File: config.mk
export PLATFORM = sky130hd
export DESIGN_NAME = dcwdt_top
export DESIGN_NICKNAME = d
export VERILOG_FILES = /design/src/hw/dcwdt_pkg.sv /design/src/hw/dcwdt_top.sv
export SDC_FILE = /design/constraint.sdc
export NUM_CORES = 1
export LEC_CHECK = 0
export ABC_AREA = 0
export BUFFER_PORTS_ARGS = -buffer_cell sky130_fd_sc_hd__buf_4
export CAP_MARGIN = 5
export CORE_UTILIZATION = 57
export DETAILED_ROUTE_END_ITERATION = 8
export PLACE_DENSITY = 0.79
export SLEW_MARGIN = 40
export SYNTH_ARGS = -nofsm -noshare
export SYNTH_HDL_FRONTEND = slang
export SYNTH_SLANG_ARGS = --single-unit
File: constraint.sdc
create_clock -name i_clk -period 2.8 [get_ports i_clk]
set_input_delay 0.28 -clock i_clk [delete_from_list [all_inputs] [get_ports i_clk]]
set_output_delay 0.28 -clock i_clk [all_outputs]
set_load 0.01 [all_outputs]
File: src/hw/dcwdt_pkg.sv
// package with register map, field positions and reset values of the watchdog
package dcwdt_pkg;
  localparam logic [11:0] OFS_MODE = 12'h000;
  localparam logic [11:0] OFS_TC = 12'h004;
  localparam logic [11:0] OFS_FEED = 12'h008;
  localparam logic [11:0] OFS_VALUE = 12'h00C;
  localparam int BIT_RUN_EN = 0;
  localparam int BIT_RST_EN = 1;
  localparam int BIT_TOF = 2;
  localparam int BIT_IRQ = 3;
  localparam logic [23:0] TC_MIN = 24'h0000FF;
  localparam logic [23:0] TC_RESET = 24'h0000FF;
  localparam logic [23:0] VALUE_RESET = 24'h0000FF;
  localparam logic [7:0] FEED_FIRST = 8'hAA;
  localparam logic [7:0] FEED_SECOND = 8'h55;
  localparam logic [1:0] PRESCALE_LAST = 2'h3;
endpackage

File: src/hw/dcwdt_top.sv
// watchdog timer with apb registers and sampled counting clock
`timescale 1ns/10ps
module dcwdt_top
  import dcwdt_pkg::*;
(
  // clock and resets
  input wire logic i_clk,
  input wire logic i_rst_n,
  input wire logic i_por_n,
  // counting clock, sampled in the bus clock
  input wire logic i_count_clk,
  // apb slave
  input wire logic i_psel,
  input wire logic i_penable,
  input wire logic i_pwrite,
  input wire logic [11:0] i_paddr,
  input wire logic [31:0] i_pwdata,
  output logic [31:0] o_prdata,
  output logic o_pready,
  output logic o_pslverr,
  // system side
  output logic o_chip_reset,
  output logic o_irq,
  output logic o_clk_src_lock
);

  logic cclk_s1;
  logic cclk_s2;
  logic cclk_s3;
  logic tick;
  logic acc;
  logic wr_mode;
  logic wr_tc;
  logic feed_ok;
  logic feed_err;
  logic tmo;
  logic armed;
  logic mode_en;
  logic mode_rst;
  logic active_en;
  logic active_rst;
  logic tof;
  logic irqf;
  logic [23:0] tc;
  logic [23:0] tc_c;
  logic [23:0] cnt;
  logic [23:0] snap;
  logic [23:0] value;
  logic [1:0] pre;
  logic run_c;
  logic uf;
  logic req_tgl;
  logic ack_tgl;
  logic reload;
  logic dec;
  // feed tracker states, one-hot
  typedef enum logic [1:0] {
    FEED_IDLE = 2'b01,
    FEED_ARMED = 2'b10
  } dcwdt_feed_e;
  dcwdt_feed_e feed_state;
  dcwdt_feed_e next_feed_state;

  assign o_pready = 1'b1;
  assign o_pslverr = 1'b0;
  assign acc = i_psel & i_penable;
  assign wr_mode = acc & i_pwrite & (i_paddr == OFS_MODE);
  assign wr_tc = acc & i_pwrite & (i_paddr == OFS_TC);

  // two flops before the edge detector; the first is seen by nothing else
  always_ff @(posedge i_clk) begin
    if (!i_rst_n) begin
      cclk_s1 <= 1'b0;
      cclk_s2 <= 1'b0;
      cclk_s3 <= 1'b0;
    end else begin
      cclk_s1 <= i_count_clk;
      cclk_s2 <= cclk_s1;
      cclk_s3 <= cclk_s2;
    end
  end
  assign tick = cclk_s2 & ~cclk_s3;

  // feed tracker: armed by 0xAA, the next access decides
  assign feed_ok = armed & acc & i_pwrite & (i_paddr == OFS_FEED)
                   & (i_pwdata[7:0] == FEED_SECOND);
  assign feed_err = armed & acc & ~feed_ok;
  // errors count only once a feed has started the watchdog
  assign tmo = active_en & (uf | feed_err);

  always_comb begin
    next_feed_state = feed_state;
    case (feed_state)
      FEED_IDLE: begin
        if (acc && i_pwrite && (i_paddr == OFS_FEED) && (i_pwdata[7:0] == FEED_FIRST)) begin
          next_feed_state = FEED_ARMED;
        end
      end
      FEED_ARMED: begin
        if (acc) begin
          next_feed_state = FEED_IDLE;
        end
      end
      default: begin
        next_feed_state = FEED_IDLE;
      end
    endcase
  end

  always_ff @(posedge i_clk) begin
    if (!i_rst_n) begin
      feed_state <= FEED_IDLE;
    end else begin
      feed_state <= next_feed_state;
    end
  end
  assign armed = (feed_state == FEED_ARMED);

  // software view of mode bits: set only, cleared by time-out
  always_ff @(posedge i_clk) begin
    if (!i_rst_n) begin
      mode_en <= 1'b0;
      mode_rst <= 1'b0;
    end else if (tmo) begin
      mode_en <= 1'b0;
      mode_rst <= 1'b0;
    end else if (wr_mode) begin
      mode_en <= mode_en | i_pwdata[BIT_RUN_EN];
      mode_rst <= mode_rst | i_pwdata[BIT_RST_EN];
    end
  end
  assign o_clk_src_lock = mode_en;

  // operating copy of the mode, taken only when a feed completes
  always_ff @(posedge i_clk) begin
    if (!i_rst_n) begin
      active_en <= 1'b0;
      active_rst <= 1'b0;
    end else if (tmo) begin
      active_en <= 1'b0;
      active_rst <= 1'b0;
    end else if (feed_ok) begin
      active_en <= mode_en;
      active_rst <= mode_rst;
    end
  end

  // time constant with floor
  always_ff @(posedge i_clk) begin
    if (!i_rst_n) begin
      tc <= TC_RESET;
    end else if (wr_tc) begin
      tc <= (i_pwdata[23:0] < TC_MIN) ? TC_MIN : i_pwdata[23:0];
    end
  end

  // reload request crosses as a toggle so one feed between ticks is never lost; two feeds between ticks cancel
  always_ff @(posedge i_clk) begin
    if (!i_rst_n) begin
      req_tgl <= 1'b0;
    end else if (feed_ok) begin
      req_tgl <= ~req_tgl;
    end
  end

  // time-out flag survives all but the power-on reset; set beats clear
  always_ff @(posedge i_clk) begin
    if (!i_por_n) begin
      tof <= 1'b0;
    end else if (tmo) begin
      tof <= 1'b1;
    end else if (wr_mode && !i_pwdata[BIT_TOF]) begin
      tof <= 1'b0;
    end
  end

  // interrupt flag; in reset mode the chip reset would wipe it anyway
  always_ff @(posedge i_clk) begin
    if (!i_rst_n) begin
      irqf <= 1'b0;
    end else if (tmo && !active_rst) begin
      irqf <= 1'b1;
    end
  end
  assign o_irq = irqf;

  always_ff @(posedge i_clk) begin
    if (!i_rst_n) begin
      o_chip_reset <= 1'b0;
    end else begin
      o_chip_reset <= tmo & active_rst;
    end
  end

  // counting logic: acts only on count clock ticks
  assign reload = tick & (req_tgl != ack_tgl);
  assign dec = tick & ~reload & run_c & (pre == PRESCALE_LAST);

  // configuration enters the counting side once per tick, well inside 3 ticks
  always_ff @(posedge i_clk) begin
    if (!i_rst_n) begin
      run_c <= 1'b0;
      tc_c <= TC_RESET;
    end else if (tick) begin
      run_c <= active_en;
      tc_c <= tc;
    end
  end

  always_ff @(posedge i_clk) begin
    if (!i_rst_n) begin
      ack_tgl <= 1'b0;
    end else if (reload) begin
      ack_tgl <= req_tgl;
    end
  end

  // prescaler restarts on reload so a fresh period is never short
  always_ff @(posedge i_clk) begin
    if (!i_rst_n) begin
      pre <= 2'h0;
    end else if (reload) begin
      pre <= 2'h0;
    end else if (tick && run_c) begin
      pre <= pre + 2'h1;
    end
  end

  // the count holds at zero after an underflow until the next feed
  always_ff @(posedge i_clk) begin
    if (!i_rst_n) begin
      cnt <= VALUE_RESET;
    end else if (reload) begin
      cnt <= tc_c;
    end else if (dec && (cnt != 24'h000000)) begin
      cnt <= cnt - 24'h000001;
    end
  end

  always_ff @(posedge i_clk) begin
    if (!i_rst_n) begin
      uf <= 1'b0;
    end else begin
      uf <= dec & (cnt == 24'h000000);
    end
  end

  always_ff @(posedge i_clk) begin
    if (!i_rst_n) begin
      snap <= VALUE_RESET;
    end else if (tick) begin
      snap <= cnt;
    end
  end

  // captured count copied into the bus side register
  always_ff @(posedge i_clk) begin
    if (!i_rst_n) begin
      value <= VALUE_RESET;
    end else begin
      value <= snap;
    end
  end

  // read data prepared in the setup phase; reserved bits read zero
  always_ff @(posedge i_clk) begin
    if (!i_rst_n) begin
      o_prdata <= 32'h00000000;
    end else if (i_psel && !i_penable && !i_pwrite) begin
      case (i_paddr)
        OFS_MODE: o_prdata <= {28'h0000000, irqf, tof, mode_rst, mode_en};
        OFS_TC: o_prdata <= {8'h00, tc};
        OFS_VALUE: o_prdata <= {8'h00, value};
        default: o_prdata <= 32'h00000000;
      endcase
    end
  end

  a_en_sticky: assert property (@(posedge i_clk) disable iff (!i_rst_n)
    mode_en && !tmo |=> mode_en) else $error("enable bit cleared by software");
  a_tc_floor: assert property (@(posedge i_clk) disable iff (!i_rst_n)
    wr_tc && i_pwdata[23:0] < TC_MIN |=> tc == TC_MIN) else $error("constant floor missed");
  a_irq_level: assert property (@(posedge i_clk) disable iff (!i_rst_n)
    irqf |=> o_irq) else $error("interrupt request dropped");
  a_idle_silent: assert property (@(posedge i_clk) disable iff (!i_rst_n)
    !active_en |=> !o_chip_reset && !$rose(irqf)) else $error("event while disabled");
  a_tmo_clears: assert property (@(posedge i_clk) disable iff (!i_rst_n)
    tmo |=> !mode_en && !mode_rst && !active_en) else $error("enables not cleared");
  a_tof_set: assert property (@(posedge i_clk) disable iff (!i_rst_n)
    tmo |=> tof) else $error("time-out flag not set");
  a_reset_mode: assert property (@(posedge i_clk) disable iff (!i_rst_n)
    tmo && active_rst |=> o_chip_reset && !$rose(irqf)) else $error("reset mode wrong");
  a_int_mode: assert property (@(posedge i_clk) disable iff (!i_rst_n)
    tmo && !active_rst |=> irqf && !o_chip_reset) else $error("interrupt mode wrong");
  a_feed_error: assert property (@(posedge i_clk) disable iff (!i_rst_n)
    armed && acc && !i_pwrite && active_en |-> tmo) else $error("feed error missed");
  a_feed_apply: assert property (@(posedge i_clk) disable iff (!i_rst_n)
    feed_ok && !tmo |=> active_en == $past(mode_en)) else $error("mode not applied");
  a_snap_copy: assert property (@(posedge i_clk) disable iff (!i_rst_n)
    ##1 value == $past(snap)) else $error("value not copied");
  a_rst_sticky: assert property (@(posedge i_clk) disable iff (!i_rst_n)
    mode_rst && !tmo |=> mode_rst) else $error("reset enable cleared by software");
  a_tc_store: assert property (@(posedge i_clk) disable iff (!i_rst_n)
    wr_tc && i_pwdata[23:0] >= TC_MIN |=> tc == $past(i_pwdata[23:0])) else $error("constant lost");
  a_feed_disarm: assert property (@(posedge i_clk) disable iff (!i_rst_n)
    armed && acc |=> !armed) else $error("tracker stayed armed");
  a_tof_clear: assert property (@(posedge i_clk) disable iff (!i_rst_n)
    wr_mode && !i_pwdata[BIT_TOF] && !tmo |=> !tof) else $error("time-out flag not cleared");
  a_stopped_count: assert property (@(posedge i_clk) disable iff (!i_rst_n)
    !run_c && !reload |=> $stable(cnt)) else $error("counter moved while stopped");
  a_prescale_hold: assert property (@(posedge i_clk) disable iff (!i_rst_n)
    tick && run_c && !reload && pre != PRESCALE_LAST |=> $stable(cnt)) else $error("early step");
  a_uf_zero: assert property (@(posedge i_clk) disable iff (!i_rst_n)
    uf |-> cnt == 24'h000000) else $error("underflow away from zero");
  a_cfg_sync: assert property (@(posedge i_clk) disable iff (!i_rst_n)
    tick |=> run_c == $past(active_en)) else $error("enable not carried over");

  c_feed_done: cover property (@(posedge i_clk) disable iff (!i_rst_n) feed_ok && mode_en);
  c_chip_reset: cover property (@(posedge i_clk) disable iff (!i_rst_n) $rose(o_chip_reset));
  c_irq_rise: cover property (@(posedge i_clk) disable iff (!i_rst_n) $rose(o_irq));
  c_underflow: cover property (@(posedge i_clk) disable iff (!i_rst_n) uf && active_en);
  c_feed_error: cover property (@(posedge i_clk) disable iff (!i_rst_n) feed_err && active_en);

endmodule // dcwdt_top

==> results by group <==
Run status
  – Outcome: finished clean

Routing
  – DRT iter0 DRCs: between 500 and 600
  – Final ANT Viol Nets: 0
  – DR WL/cell: about 16 um
  – Detailed Routing Iterations Pass 1: 7
  – Drt drc: 0
  – Post-Route WL: 15,200 um
  – DR vias/cell: 5.81
  – Via count: 5,425

Cells and area
  – Fill cell count: 817
  – Final net count: 835
  – Commonest cells after routing, fill and taps aside: nand2_1, dfxtp_1, buf_4
  – Final Core Density: 69.1%
  – Most common cell after layout, fill and taps aside: nand2_1
  – Area growth, synth to finish: 17.0%
  – Ant diodes: 0
  – Layout cell share with drive strength beyond 1: 16.0%

GRT
  – First-pass GRT wire length: 24,900 um
  – Number of global-route vias before repair: 5,073
  – Total grt overflow: 0
  – Initial antenna violation count: 0
  – Largest net degree at the start of global routing: 65
  – Total Routing Usage GR: 27.6%

Clock tree
  – Hold_buf cts: 0
  – Setup Fix Bufs, Post-CTS: 0
  – Reg clk slew, reported paths: 60 ps
  – Count of cells resized by post-cts repair: 0
  – CTS tree: built
  – CTS Buf Count: 17
  – Root Driver: clkbuf_16
  – Clk_lat worst skew: ~430 ps
  – H-tree levels: 4
  – Bufs on Longest Clock Path: 2
  – Clock sink count: 162

Setup path
  – WS Path Type: reg2reg
  – WP data required: 3140 ps
  – CP Capture Type: flip-flop
  – Arr. time, crit path: 2630 ps
  – Slowest cell on crit path: nor4_1
  – CP cell instances: nor4_1, and2_0, nand4_1, or4_1, a31oi_1
  – CP max FO: 10
  – Setup slack, reg-to-reg: 520 ps
  – Crit path largest cell delay: 490 ps
  – Startpoint Class: flip-flop

Floorplanning
  – Core ar.: approximately 11,000 um2
  – Die height: 109 um
  – Die area: between 10,000 and 15,000 um2
  – Cell Rows: 38
  – Initial Utilization: 59.1%
  – Die width: 109 um
  – Io pins: 88

STA
  – Clock Skew: 9.19 ps
  – Setup violators final: 0
  – Final hold viol count: 0
  – Final setup TNS: 0 ps
  – Tightest Pin Transition: 725 ps
  – Final Cycle Share: 81.6%
  – Fin. max-slew vios: 0
  – Minimum clock period: 2280 ps
  – Slew HR: 51.5%
  – Fmax: 0.438 GHz
  – Unrepaired setup endpoints after global routing: no

Logic synthesis
  – Top_reg_cell synth: dfxtp_1
  – Synth Area in XOR/XNOR: 0.675%
  – Cell count after synthesis: roughly 730
  – Synth Area in Adders: 0.578%
  – Post-synth cell types: 61
  – Top cells by area, synth: dfxtp_1, nand2_1, mux2i_1, a21oi_1, a22oi_1
  – Synth Warn #: 0
  – Mean Syn Cell Area: just under 9 um2
  – Synth async-reset ratio: 0%
  – Post-Syn Area: 6490 um2
  – Largest family of logic cells by synthesized area: simple AND/OR/NAND/NOR gates
  – Register area share after synthesis: 50.0%
  – Compound-gate portion of the synthesized area: 14.8%
  – Post-synth EDFFs: 0
  – Top-area cell type share of the netlist area: 50.0%
  – Mux cell area share after synthesis: 4.03%
  – Simple-gate share of the synthesized area: about 24%
  – #FFs+latches synth: 162
  – Post-synth top area cell: dfxtp_1

Power
  – Sw Pwr: 1.03 mW
  – Pwr dens: 639 nW/um2
  – Lkg Pwr: 3.07 nW
  – Switching share of power: 21.3%
  – Pint: 3.81 mW
  – Sequential Power Share: between 40% and 50%
  – Logic pwr share: under 10%
  – Maximum resistive drop on vdd: 0.000725 V
  – Clock power share: 48.5%
  – Pwr Total: 4.85 mW

Job
  – # Max-Cap Violations: 0

Place
  – Buffers added on ports: 69
  – HPWL Detailed: about 10,000 um
  – Routability Congestion: just under 0.9

Worst hold path
  – Worst min path class: in2reg
## cell families after synthesis
kind of cell / Yosys count
buffers and inverters: 65
AND/OR/NAND/NOR: 327
AO/OA/AOI/OAI: 141
flip-flops: 162
adder cells (fa/ha/maj): 3
XOR/XNOR: 5
other: 2
multiplexers: 26
## cell type report
class	count	area, um2	share of cell area, %
flip-flops and latches	162	3240	42.7
repair buffers	81	621	8.18
inverters	7	26.3	0.346
well taps	140	175	2.31
multi-input cells	512	2920	38.5
clock buffers	20	447	5.88
clock inverters	12	155	2.04
## cell usage after synthesis, types with 3 or more instances
master	instances
a21oi_1	48
nor4_1	11
xor2_1	3
o31ai_1	3
o211ai_1	8
ha_1	3
buf_2	9
and3_1	6
o22a_1	8
clkbuf_8	5
or3_1	4
a221o_1	4
o21ai_0	11
or4_1	9
nor2_1	41
a31oi_1	9
a22oi_1	22
mux2i_1	25
nand4_1	9
clkbuf_1	27
buf_6	3
nor3_1	10
o2111ai_1	3
nand3_1	24
and2_1	21
nand2b_1	13
o311ai_0	6
inv_1	7
o21a_1	3
dfxtp_1	162
buf_4	12
nand2_1	163
## path summary, 6_finish.rpt
path	startpoint	to	cells past startpoint
worst max-delay path	cnt[8]$_SDFFE_PN0P_	cnt[21]$_SDFFE_PN0P_	5
worst min-delay path	i_count_clk	cclk_s1$_SDFF_PN0_	2
worst max register to register	cnt[8]$_SDFFE_PN0P_	cnt[21]$_SDFFE_PN0P_	5
worst min register to register	snap[0]$_SDFFE_PN1N_	value[0]$_SDFF_PN1_	1
## worst max-delay path, delay by kind of cell (launching register included)
kind | cells | cell delay (ps)
DFF | 1 | 400
and+or+nand+nor | 4 | 1610
AOI/OAI and AO/OA | 1 | 190
## stage by stage
stage | setup slack [ps] | cells | hold slack, ps | cell area (um2)
floorplan | 710 | 739 | 399 | 6520
global placement | 588 | 902 | 419 | 6980
detailed placement | 485 | 902 | 426 | 6990
CTS | 559 | 934 | 47.0 | 7590
global route | 273 | 934 | 60.6 | 7590
finish | 515 | 934 | 64.9 | 7590
## registers in the layout, summed over array words and instances (netlist names), 2 cells and up
register	cells
value	24
tc	24
tc_c	24
cnt	24
o_prdata	24
feed_state	2
pre	2
snap	24
## power by group through the flow
stage	Clock (mW)	Sequential [mW]	Combinational, mW
after floorplan	0	2.38	0.102
after global placement	0	2.38	0.160
after detailed placement	0	2.38	0.165
after CTS	2.37	2.33	0.167
after global routing	2.48	2.33	0.185
final	2.35	2.33	0.168
## per-layer routing
| metal | part of all wire, % | wire (um) | track usage (%) |
|---|---|---|---|
| met4 | 1.4 | 220 | 10.0 |
| met1 | 46 | 7090 | 37.1 |
| met5 | 0 | 0 | 0 |
| met2 | 46 | 7060 | 42.3 |
| met3 | 5.7 | 875 | 7.95 |
Note: power is estimated with default switching activity, not from simulation.
